[src/scsf_pkg.sv]
// Constants, field layout and carrier types for the serial channel status flags.
// Assumes one clock domain; all event inputs arrive from same-clock receiver,
// transmitter and phase-lock logic.
package scsf_pkg;

  localparam logic [2:0] ADDR_RX_STATUS = 3'h0;
  localparam logic [2:0] ADDR_TR_STATUS = 3'h1;
  localparam logic [2:0] ADDR_CONFIG = 3'h2;
  localparam logic [2:0] ADDR_CHAR_LEN = 3'h3;
  localparam logic [2:0] ADDR_COMMAND = 3'h4;

  localparam int RS_SHORT = 4;
  localparam int RS_BRK_END = 3;
  localparam int RS_BRK_START = 2;
  localparam int RS_ERR = 1;
  localparam int RS_PAR = 0;
  localparam int TR_EMPTY = 7;
  localparam int TR_CTS = 6;
  localparam int TR_FRAME = 5;
  localparam int TR_ACK = 4;
  localparam int TR_DPLL = 3;

  localparam int CFG_MODE_LSB = 0;
  localparam int CFG_BISYNC = 2;
  localparam int CFG_X16 = 3;
  localparam int CFG_CTS_EN = 4;
  localparam int CFG_FCS_Q = 5;
  localparam int CFG_DPLL_TX = 6;
  localparam int CFG_FM = 7;

  localparam int CMD_RESET_RX = 0;
  localparam int CMD_RESET_TX = 1;
  localparam int CMD_GO_ON_POLL = 2;

  localparam logic [7:0] RESET_STATUS = 8'h00;
  localparam logic [7:0] RESET_CONFIG = 8'h00;
  localparam logic [1:0] RESET_CHAR_LEN = 2'h0;

  localparam logic [3:0] BRK_END_TICKS_1X = 4'h1;
  localparam logic [3:0] BRK_END_TICKS_16X = 4'h8;
  localparam logic [7:0] FLAG_PATTERN = 8'h7E;
  localparam logic [7:0] EOP_PATTERN = 8'h7F;
  localparam logic [15:0] IDLE_PATTERN = 16'h7FFF;
  localparam logic [7:0] TURN_PATTERN = 8'h00;
  localparam logic [1:0] DPLL_MISS_LIMIT = 2'h2;
  localparam logic [3:0] CHAR_LEN_BASE = 4'h5;

  typedef enum logic [1:0] {
    MODE_ASYNC = 2'h0,
    MODE_CHAR = 2'h1,
    MODE_BIT = 2'h3,
    MODE_LOOP = 2'h2
  } scsf_mode_t;

  // Character completion report from the receiver, one-cycle done strobe
  typedef struct packed {
    logic done;
    logic allZero;
    logic stopLow;
    logic parityBad;
    logic syncSearch;
    logic lastInfo;
    logic lastCheck;
    logic fcsBad;
    logic crcNonResidue;
    logic shortFrame;
    logic residual;
    logic [2:0] residualLen;
  } scsf_rx_char_t;

  // Transmitter events, each a one-cycle pulse except the levels noted
  typedef struct packed {
    logic charStart;
    logic padChar;
    logic shiftDone;
    logic queueEmpty;
    logic readyToStart;
    logic eomStart;
    logic unitStart;
    logic queueLoad;
  } scsf_tx_evt_t;

  // Status bits that travel with a character through the receive queue
  typedef struct packed {
    logic shortFrame;
    logic err;
    logic par;
  } scsf_qstat_t;

endpackage : scsf_pkg

[src/scsf_status_flags.sv]
// Receiver and transmitter/receiver status flags for one serial channel.
// Assumes the receive queue itself lives outside and carries scsf_qstat_t
// beside each character; rxd and cts_n are raw pins.
//
// Overview of operation
// - Bit and loop modes: closing flag with missing fields sets short frame.
// - Async: break end after line marks one 1x clock or eight 16x clocks.
// - Bit mode: zero plus fifteen ones flags idle; only outside a frame.
// - Loop: eight zeros outside a frame flag turnaround.
// - Async: all-zero character including parity and stop flags break start.
// - Break queues one zero character, then blocks until end and new character.
// - Character mode: sync detect set one bit time after sync match.
// - Bit and loop modes: flag detect one bit time after 01111110 seen.
// - Async: framing error only on low first stop bit centre, never for breaks.
// - Bisync: bad block check sets error, queued with last or check byte.
// - Other character modes: error per character while checker not at residue.
// - Bit and loop modes: bad frame check sets error on last or check byte.
// - Parity error leaves queued data intact; ignored during sync search.
// - Residual length mismatch queued; actual length held unqueued.
// - Unused status bits read zero; upper bits OR into summary.
// - Write ones or reset clears; transmit reset top four, receive low four.
// - Transmitter empty after one real character; async holds line at mark.
// - Non-loop modes: gated clear-to-send negated at start sets underrun; async re-asserts.
// - Loop: pending poll command plus end-of-poll starts sending, sets flag.
// - Non-async modes: frame complete set when end-of-message sequence begins.
// - Send acknowledge set at each commanded break, sync, flag or abort.
// - FM mode: two missed transitions set phase-lock error unless it clocks tx.
// - Queued status bits OR into the register when their character reaches head.
`timescale 1ns/1ps
module scsf_status_flags (
  input wire logic refClk,
  input wire logic rst_n,
  input wire logic [2:0] regAddr,
  input wire logic [7:0] regWrData,
  input wire logic regWrite,
  input wire logic regRead,
  output logic [7:0] regRdData,
  input wire logic rxdPin,
  input wire logic ctsPin_n,
  input wire logic rxClkTick,
  input wire logic rxBitTick,
  input wire logic rxBit,
  input wire logic rxInFrame,
  input wire logic rxSyncMatch,
  input wire scsf_pkg::scsf_rx_char_t rxChar,
  output logic rxQueuePush,
  output scsf_pkg::scsf_qstat_t rxQueueStatus,
  input wire logic rxHeadPop,
  input wire scsf_pkg::scsf_qstat_t rxHeadStatus,
  input wire scsf_pkg::scsf_tx_evt_t txEvt,
  output logic txHoldMark,
  output logic txGoActive,
  input wire logic dpllBitTick,
  input wire logic dpllTransSeen,
  output logic dpllForceSearch,
  output logic channelSummary
);

  logic [7:0] rxStatus;
  logic [7:0] trStatus;
  logic [7:0] cfgReg;
  logic [1:0] charLen;
  logic [2:0] residualField;
  logic rxdMeta, rxdSync, ctsMeta, ctsSync_n;
  logic [15:0] bitShift, bitNext;
  logic flagPending, syncPending;
  logic breakActive, breakEnded, breakBlock;
  logic [3:0] markCount;
  logic sentOne, goPollPending;
  logic [1:0] missCount;

  scsf_pkg::scsf_mode_t mode;
  logic isAsync, isChar, isBitLoop, isLoop, bisync;
  logic wrRx, wrTr, cmdResetRx, cmdResetTx;
  logic breakStart, breakEnd, idleSeen, turnSeen, eopSeen, flagSet, syncSet;
  logic frameErr, parErr, crcErr, resErr;
  logic tagByte;
  logic ctsSet, dpllErr;
  logic [3:0] markNeed;
  logic [7:0] rxSet, trSet, rxClr, trClr;

  assign mode = scsf_pkg::scsf_mode_t'(cfgReg[scsf_pkg::CFG_MODE_LSB +: 2]);
  assign isAsync = (mode == scsf_pkg::MODE_ASYNC);
  assign isChar = (mode == scsf_pkg::MODE_CHAR);
  assign isLoop = (mode == scsf_pkg::MODE_LOOP);
  assign isBitLoop = (mode == scsf_pkg::MODE_BIT) || isLoop;
  assign bisync = cfgReg[scsf_pkg::CFG_BISYNC];

  assign wrRx = regWrite && (regAddr == scsf_pkg::ADDR_RX_STATUS);
  assign wrTr = regWrite && (regAddr == scsf_pkg::ADDR_TR_STATUS);
  assign cmdResetRx = regWrite && (regAddr == scsf_pkg::ADDR_COMMAND) && regWrData[scsf_pkg::CMD_RESET_RX];
  assign cmdResetTx = regWrite && (regAddr == scsf_pkg::ADDR_COMMAND) && regWrData[scsf_pkg::CMD_RESET_TX];

  // Pins cross into the clock domain before anything looks at them
  always_ff @(posedge refClk or negedge rst_n) begin
    if (!rst_n) begin
      rxdMeta <= 1'b1;
      rxdSync <= 1'b1;
      ctsMeta <= 1'b1;
      ctsSync_n <= 1'b1;
    end else begin
      rxdMeta <= rxdPin;
      rxdSync <= rxdMeta;
      ctsMeta <= ctsPin_n;
      ctsSync_n <= ctsMeta;
    end
  end

  // Configuration registers
  always_ff @(posedge refClk or negedge rst_n) begin
    if (!rst_n) begin
      cfgReg <= scsf_pkg::RESET_CONFIG;
      charLen <= scsf_pkg::RESET_CHAR_LEN;
    end else if (regWrite && regAddr == scsf_pkg::ADDR_CONFIG) begin
      cfgReg <= regWrData;
    end else if (regWrite && regAddr == scsf_pkg::ADDR_CHAR_LEN) begin
      charLen <= regWrData[1:0];
    end
  end

  // Serial bit pattern shift register, newest bit at the bottom
  always_ff @(posedge refClk or negedge rst_n) begin
    if (!rst_n) begin
      bitShift <= 16'h0000;
    end else if (rxBitTick) begin
      bitShift <= {bitShift[14:0], rxBit};
    end
  end

  // Patterns include the bit arriving now, so a match is seen on its last bit
  assign bitNext = {bitShift[14:0], rxBit};
  assign idleSeen = rxBitTick && (mode == scsf_pkg::MODE_BIT) && !rxInFrame
    && (bitNext == scsf_pkg::IDLE_PATTERN);
  assign turnSeen = rxBitTick && isLoop && !rxInFrame
    && (bitNext[7:0] == scsf_pkg::TURN_PATTERN);
  assign eopSeen = rxBitTick && isLoop && (bitNext[7:0] == scsf_pkg::EOP_PATTERN);

  // Flag and sync detections are reported one bit time after the match
  always_ff @(posedge refClk or negedge rst_n) begin
    if (!rst_n) begin
      flagPending <= 1'b0;
      syncPending <= 1'b0;
    end else if (rxBitTick) begin
      flagPending <= isBitLoop && (bitNext[7:0] == scsf_pkg::FLAG_PATTERN);
      syncPending <= isChar && rxSyncMatch;
    end
  end

  assign flagSet = rxBitTick && flagPending;
  assign syncSet = rxBitTick && syncPending;

  // Break tracking
  // A zero character after break end is a fresh break
  assign breakStart = isAsync && rxChar.done && rxChar.allZero && (!breakActive || breakEnded);
  assign markNeed = cfgReg[scsf_pkg::CFG_X16] ? scsf_pkg::BRK_END_TICKS_16X : scsf_pkg::BRK_END_TICKS_1X;
  assign breakEnd = breakActive && !breakEnded && rxClkTick && rxdSync
    && (markCount + 4'h1 >= markNeed);

  always_ff @(posedge refClk or negedge rst_n) begin
    if (!rst_n) begin
      markCount <= 4'h0;
    end else if (!breakActive || !rxdSync || breakEnded) begin
      markCount <= 4'h0;
    end else if (rxClkTick) begin
      markCount <= markCount + 4'h1;
    end
  end

  always_ff @(posedge refClk or negedge rst_n) begin
    if (!rst_n) begin
      breakActive <= 1'b0;
      breakEnded <= 1'b0;
      breakBlock <= 1'b0;
    end else if (cmdResetRx || !isAsync) begin
      breakActive <= 1'b0;
      breakEnded <= 1'b0;
      breakBlock <= 1'b0;
    end else if (breakStart) begin
      breakActive <= 1'b1;
      breakEnded <= 1'b0;
      breakBlock <= 1'b1;
    end else if (breakEnd) begin
      breakEnded <= 1'b1;
    end else if (breakEnded && rxChar.done) begin
      breakActive <= 1'b0;
      breakEnded <= 1'b0;
      breakBlock <= 1'b0;
    end
  end

  // Per-character error bits that travel with the character
  assign frameErr = isAsync && rxChar.stopLow && !rxChar.allZero;
  assign tagByte = cfgReg[scsf_pkg::CFG_FCS_Q] ? rxChar.lastCheck : rxChar.lastInfo;
  always_comb begin
    crcErr = 1'b0;
    if (isChar && bisync) begin
      crcErr = tagByte && rxChar.fcsBad;
    end else if (isChar) begin
      crcErr = rxChar.crcNonResidue;
    end else if (isBitLoop) begin
      crcErr = tagByte && rxChar.fcsBad;
    end
  end
  // Only the flag is raised; the stored parity bit is the receiver's own
  assign parErr = (isAsync || (isChar && !rxChar.syncSearch)) && rxChar.parityBad;
  assign resErr = isBitLoop && tagByte && rxChar.residual
    && ({1'b0, rxChar.residualLen} != scsf_pkg::CHAR_LEN_BASE + {2'b00, charLen});

  assign rxQueuePush = rxChar.done && (!breakBlock || breakStart || (breakEnded && !breakStart));
  assign rxQueueStatus.shortFrame = isBitLoop && rxChar.shortFrame;
  assign rxQueueStatus.err = frameErr || crcErr;
  assign rxQueueStatus.par = isBitLoop ? resErr : parErr;

  // Receiver status register
  always_comb begin
    rxSet = 8'h00;
    rxSet[scsf_pkg::RS_BRK_END] = (isAsync && breakEnd) || idleSeen || turnSeen;
    rxSet[scsf_pkg::RS_BRK_START] = breakStart || flagSet || syncSet;
    if (rxHeadPop) begin
      rxSet[scsf_pkg::RS_SHORT] = rxHeadStatus.shortFrame;
      rxSet[scsf_pkg::RS_ERR] = rxHeadStatus.err;
      rxSet[scsf_pkg::RS_PAR] = rxHeadStatus.par;
    end
    rxClr = (wrRx ? regWrData : 8'h00) | (cmdResetRx ? 8'hFF : 8'h00);
  end

  always_ff @(posedge refClk or negedge rst_n) begin
    if (!rst_n) begin
      rxStatus <= scsf_pkg::RESET_STATUS;
    end else begin
      rxStatus <= ((rxStatus & ~rxClr) | rxSet) & 8'h1F;
    end
  end

  // Residual length of the most recent residual character, not queued
  always_ff @(posedge refClk or negedge rst_n) begin
    if (!rst_n) begin
      residualField <= 3'h0;
    end else if (cmdResetRx) begin
      residualField <= 3'h0;
    end else if (isBitLoop && rxChar.done && rxChar.residual) begin
      residualField <= rxChar.residualLen;
    end
  end

  // Transmitter side
  always_ff @(posedge refClk or negedge rst_n) begin
    if (!rst_n) begin
      sentOne <= 1'b0;
    end else if (cmdResetTx) begin
      sentOne <= 1'b0;
    end else if (txEvt.charStart && !txEvt.padChar) begin
      sentOne <= 1'b1;
    end
  end

  always_ff @(posedge refClk or negedge rst_n) begin
    if (!rst_n) begin
      txHoldMark <= 1'b0;
    end else if (cmdResetTx || !isAsync || txEvt.queueLoad) begin
      txHoldMark <= 1'b0;
    end else if (txEvt.shiftDone && txEvt.queueEmpty && sentOne) begin
      txHoldMark <= 1'b1;
    end
  end

  always_ff @(posedge refClk or negedge rst_n) begin
    if (!rst_n) begin
      goPollPending <= 1'b0;
    end else if (cmdResetTx || !isLoop || eopSeen) begin
      goPollPending <= 1'b0;
    end else if (regWrite && regAddr == scsf_pkg::ADDR_COMMAND && regWrData[scsf_pkg::CMD_GO_ON_POLL]) begin
      goPollPending <= 1'b1;
    end
  end

  // One-cycle pulse telling the transmitter to turn the end-of-poll into a flag
  always_ff @(posedge refClk or negedge rst_n) begin
    if (!rst_n) begin
      txGoActive <= 1'b0;
    end else begin
      txGoActive <= goPollPending && eopSeen;
    end
  end

  // Async keeps re-raising underrun while the input stays negated
  assign ctsSet = isLoop ? (goPollPending && eopSeen)
    : cfgReg[scsf_pkg::CFG_CTS_EN] && ctsSync_n
      && (txEvt.readyToStart || (isAsync && wrTr && regWrData[scsf_pkg::TR_CTS]));

  // Phase-lock watch: two bit periods in a row without a transition
  always_ff @(posedge refClk or negedge rst_n) begin
    if (!rst_n) begin
      missCount <= 2'h0;
    end else if (!cfgReg[scsf_pkg::CFG_FM] || cfgReg[scsf_pkg::CFG_DPLL_TX] || dpllErr) begin
      missCount <= 2'h0;
    end else if (dpllBitTick) begin
      missCount <= dpllTransSeen ? 2'h0 : missCount + 2'h1;
    end
  end

  assign dpllErr = cfgReg[scsf_pkg::CFG_FM] && !cfgReg[scsf_pkg::CFG_DPLL_TX] && dpllBitTick
    && !dpllTransSeen && (missCount + 2'h1 == scsf_pkg::DPLL_MISS_LIMIT);

  always_ff @(posedge refClk or negedge rst_n) begin
    if (!rst_n) begin
      dpllForceSearch <= 1'b0;
    end else begin
      dpllForceSearch <= dpllErr;
    end
  end

  always_comb begin
    trSet = 8'h00;
    trSet[scsf_pkg::TR_EMPTY] = txEvt.shiftDone && txEvt.queueEmpty && sentOne;
    trSet[scsf_pkg::TR_CTS] = ctsSet;
    trSet[scsf_pkg::TR_FRAME] = !isAsync && txEvt.eomStart;
    trSet[scsf_pkg::TR_ACK] = txEvt.unitStart;
    trSet[scsf_pkg::TR_DPLL] = dpllErr;
    trClr = (wrTr ? (regWrData & 8'hF8) : 8'h00)
      | (cmdResetTx ? 8'hF0 : 8'h00) | (cmdResetRx ? 8'h0F : 8'h00);
  end

  // Set wins over any clear in the same cycle
  always_ff @(posedge refClk or negedge rst_n) begin
    if (!rst_n) begin
      trStatus <= scsf_pkg::RESET_STATUS;
    end else begin
      trStatus <= ((trStatus & ~trClr) | trSet) & 8'hF8;
    end
  end

  always_ff @(posedge refClk or negedge rst_n) begin
    if (!rst_n) begin
      channelSummary <= 1'b0;
    end else begin
      channelSummary <= (|trStatus[7:3]) || (|rxStatus);
    end
  end

  // Register read port, data one cycle after the strobe
  always_ff @(posedge refClk or negedge rst_n) begin
    if (!rst_n) begin
      regRdData <= 8'h00;
    end else if (regRead) begin
      unique case (regAddr)
        scsf_pkg::ADDR_RX_STATUS: regRdData <= rxStatus;
        scsf_pkg::ADDR_TR_STATUS: regRdData <= {trStatus[7:3], isBitLoop ? residualField : 3'h0};
        scsf_pkg::ADDR_CONFIG: regRdData <= cfgReg;
        scsf_pkg::ADDR_CHAR_LEN: regRdData <= {6'h00, charLen};
        default: regRdData <= 8'h00;
      endcase
    end else begin
      regRdData <= 8'h00;
    end
  end

endmodule : scsf_status_flags

[config.mk]
export PLATFORM = sky130hd
export DESIGN_NAME = scsf_status_flags
export DESIGN_NICKNAME = d
export VERILOG_FILES = /design/src/scsf_pkg.sv /design/src/scsf_status_flags.sv
export SDC_FILE = /design/constraint.sdc
export NUM_CORES = 1
export LEC_CHECK = 0
export ABC_CLOCK_PERIOD_IN_PS = 4400
export BUFFER_PORTS_ARGS = -buffer_cell sky130_fd_sc_hd__buf_2
export CORE_MARGIN = 5
export CORE_UTILIZATION = 40
export DETAILED_ROUTE_END_ITERATION = 6
export HOLD_SLACK_MARGIN = 0.05
export SLEW_MARGIN = 15
export SYNTH_ARGS = -nofsm -noshare
export SYNTH_HDL_FRONTEND = slang
export SYNTH_SLANG_ARGS = --single-unit
[constraint.sdc]
create_clock -name refClk -period 4.4 [get_ports refClk]
set_input_delay 0.44 -clock refClk [delete_from_list [all_inputs] [get_ports refClk]]
set_output_delay 0.44 -clock refClk [all_outputs]
set_load 0.02 [all_outputs]
# Word-level counts from Yosys, hierarchy flattened
# Cells that the tools add are included.
# totals
ff_bits,66
wordCells,191
inputBits,50
out_inout_bits,16
# op_classes
reduce_logical,104
bitwise,10
magnitude_cmp,1
mux,37
n_eq_ne,13
add_sub_neg,3
# op_table
operator,n
logical AND 1 bit,55
case mux 8 bit (4 select lines),1
two-way mux 8 bit,3
logical OR 1 bit,21
two-way mux 1 bit,20
equality test 16 x 15 -> 1 bit (second input constant),1
equality test 8 x 7 -> 1 bit (second input constant),2
two-way mux 4 bit,4
OR 8 bit,2
zero test 1 bit,13
nonzero test 2 bit,6
two-way mux 5 bit,2
OR 5 bit,2
OR reduction 5 bit,2
two-way mux 3 bit,3
bitwise AND 8 bit,1
zero test 8 bit,1
two-way mux 2 bit,4
inverter 8 bit,1
OR 8 x 4 -> 8 bit,1
equality test 2 bit (second input constant),3
equality test 3 x 2 -> 1 bit (second input constant),2
bitwise AND 5 bit,1
inverter 5 bit,1
other kinds (15),16

# Depth between registers and ports, before layout
# logic_depth
word_depth,9
depth_mapped,7
mapped_depth_nobuf,7

# Worst setup path after synthesis
# Ideal clock, no wire load.
# synth_timing
path_kind,register -> output
startpoint,register charLen[0]
endpoint,output rxQueueStatus[0] in the netlist's numbering
path_buffers,0
stages_incl_launch_ff,6
required_ns,3.960
arrival_time_ns,1.233
slack_ns,2.727
cell_sequence,dfrtp_1 > ha_1 > xnor2_1 > nand4b_1 > nand4_1 > o21ai_0
# synth_lines
element,line_no,source
"start, declared",scsf_status_flags.sv:62,logic [1:0] charLen;
"start signal, assigned",scsf_status_flags.sv:113,charLen <= scsf_pkg::RESET_CHAR_LEN;
"start signal, assigned",scsf_status_flags.sv:117,charLen <= regWrData[1:0];
"end, declared",scsf_status_flags.sv:47,"output scsf_pkg::scsf_qstat_t rxQueueStatus,"

==> results_dict.tcl <==
set metrics [dict create \
    synth_cell_types 49 \
    required_ns 3.96 \
    p_total_mw 1.61 \
    yosysTopAreaCell "dfrtp_1" \
    clock_latency_ns 0.33 \
    cp.arrival_ns 1.66 \
    drt-total-wl_mm 6.84 \
    ys_async_sr_fraction_pct 100 \
    cap_violations 0 \
    crit_fanout 4 \
    grtUsageTotal_pct 15.2 \
    dieArea_mm2 0.00957 \
    fp.coreArea_mm2 0.00761 \
    rrSetupSlack_ns 2.68 \
    drive_gt1_share_pct 34.3 \
    vias_per_cell 5.15 \
    skew_ns 0.00690 \
    cp-start-kind "flip-flop" \
    power_density_mw_per_mm2 435 \
    root_buffer "clkbuf_8" \
    ir_worst_vdd_v 0.000186 \
    diodes 0 \
    wl_met1_mm 3.08 \
    p_leak_nw 1.65 \
    hpwl_mm 5.19 \
    cts.sinks 66 \
    synthTopCellsByArea "dfrtp_1 (50%), mux2_2 (8.8%), dfstp_2 (3.4%), nor2_1 (2.9%), nand2_1 (2.7%)" \
    dr_wl_met2_mm 3.36 \
    end_kind "primary output" \
    die_w_um 97.8 \
    cp_cell_sequence "ha_1 -> xnor2_1 -> nand4b_1 -> nand4_1 -> o21ai_0 -> buf_2" \
    die_h_um 97.8 \
    hp-class "input pin to flip-flop" \
    rsz0062_at_grt "false" \
    finalCritPeriodShare_pct 47.6 \
    critPathMaxStageDelay_ns 0.42 \
    cpMaxStageDelayCell "dfrtp_1" \
    run_status "finished clean" \
    top_layer "met4" \
    placementRows 32 \
    area_growth_syn_to_layout_pct 19.9 \
    synth_area_per_cell_um2 11.3 \
    syn_nets 327 \
    cts_made_buffers 9 \
    antenna_found_initial 0 \
    grt_overflow_total 0 \
    synth_cells 272 \
    drt_iter0_markers 38 \
    grt_max_degree 44 \
    hold_ws_ns 0.208 \
    drt_pass1_iterations 4 \
    relSlewSlack_pct 37.3 \
    utilization_pct 48.6 \
    ios 66 \
    post_cts_buffers 0 \
    setup_violations 0 \
    clock.fmax_mhz 477 \
    seq_area_frac_synth_pct 53.7 \
    drv_slew 0 \
    dr_wl_met3_um 349 \
    hold_buffers 0 \
    path_class "flip-flop to primary output" \
    cts_max_level 3 \
    setup_tns_ns 0 \
    fin_nets 394 \
    finalHoldViolCount 0 \
    n_fill_cell 732 \
    ys.flop_type "dfrtp_1" \
    ant_nets 0 \
    yosysTopAreaCellShare_pct 50.3 \
    gp_congestion 0.808 \
    synth_common_cells "dfrtp_1 (62), mux2_2 (24), nor2_1 (24)" \
    grt_pass1_wl_mm 11.6 \
    ys_ff_latch 66 \
    drcViolationCount 0 \
    grt_pass1_vias 2397 \
    yosys_warnings 0 \
    clock_path_buffers 2 \
    vias 2297 \
    cts_tree "yes" \
    clk_pin_slew_ns 0.07 \
    cts_resized 0 \
    port_buffers 65 \
    synth_edf_count 0 \
    start_util_pct 40.5 \
    fin_crit_ns 2.10 \
    max_slew.worst_pin.slew_ns 0.940 \
    syn_area_mm2 0.00308 \
    wire_per_inst_um 15.3 \
    post-synth-top-count-cell "dfrtp_1" \
]
==> layout make-up <==
type                    count  area [µm²]  area share (%)
repair buffers             66         333            9.00
inverters                  12        45.0            1.22
clock buffers              12         155            4.20
clock inverters             4        50.0            1.35
well taps                 102         128            3.45
flip-flops and latches     66        1660            44.8
multi-input cells         184        1330            36.0
==> flip-flops by register name (all words and copies together), names as in the netlist, 2 cells and up <==
name           flops
residualField      3
bitShift          15
markCount          4
trStatus           5
regRdData          8
rxStatus           5
missCount          2
charLen            2
cfgReg             8
==> critical path, delay by kind of cell (launching register included) <==
family | cells | cell delay [ns]
AO/OA/AOI/OAI | 1 | 0.08
XOR/XNOR | 1 | 0.14
adder cells (fa/ha/maj) | 1 | 0.32
buffers and inverters | 1 | 0.18
flip-flops | 1 | 0.42
AND/OR/NAND/NOR | 2 | 0.20
==> per-layer routing <==
| layer | vias to the layer above | global-route usage, % |
|---|---|---|
| li1 | 1120 | - |
| met1 | 1113 | 19.1 |
| met2 | 60 | 25.3 |
| met3 | 4 | 4.71 |
| met4 | 0 | 4.37 |
| met5 | - | 0 |
==> worst paths after layout <==
kind / from / end / cells after the start
worst max register to register: markCount[0] / breakEnded / 7
worst min-delay path: rxdPin / rxdMeta / 1
max in group asynchronous: rst_n / rxdSync / 2
min in group asynchronous: rst_n / dpllForceSearch / 1
worst max-delay path: charLen[0] / rxQueueStatus[0] / 6
worst min register to register: ctsMeta / ctsSync_n / 0
==> cell families after synthesis <==
kind of cell	after synthesis	share of synthesized area, %
mux	32	12.2
buf+inv	22	3.16
compound gates	39	8.44
xor+xnor	7	1.99
flops	66	53.7
simple gates	101	18.5
fa+ha+maj	5	2.03
==> power breakdown <==
group / internal (mW) / total (mW) / leakage (nW) / switching, mW
sequential: 0.715 / 0.808 / 0.811 / 0.0936
combinational: 0.148 / 0.284 / 0.735 / 0.136
clock: 0.292 / 0.517 / 0.0986 / 0.225
==> metrics by stage <==
step | cell area (µm²) | setup WS [ns] | instances
after floorplan | 3080 | 2.73 | 272
after global placement | 3490 | 2.66 | 430
after detailed placement | 3490 | 2.66 | 430
after CTS | 3700 | 2.28 | 446
after global routing | 3700 | 2.17 | 446
final | 3700 | 2.30 | 446
==> cell usage in the layout, fill, tap and decap left out, types with 7 or more instances in the layout <==
master	n
o21ai_0	8
nand2_1	22
buf_2	65
a21oi_1	11
nor2_1	24
nor4_1	8
dfrtp_1	62
inv_1	12
nand3_1	7
clkbuf_8	11
mux2_2	24
No activity file was read; power rests on OpenSTA's default activity.
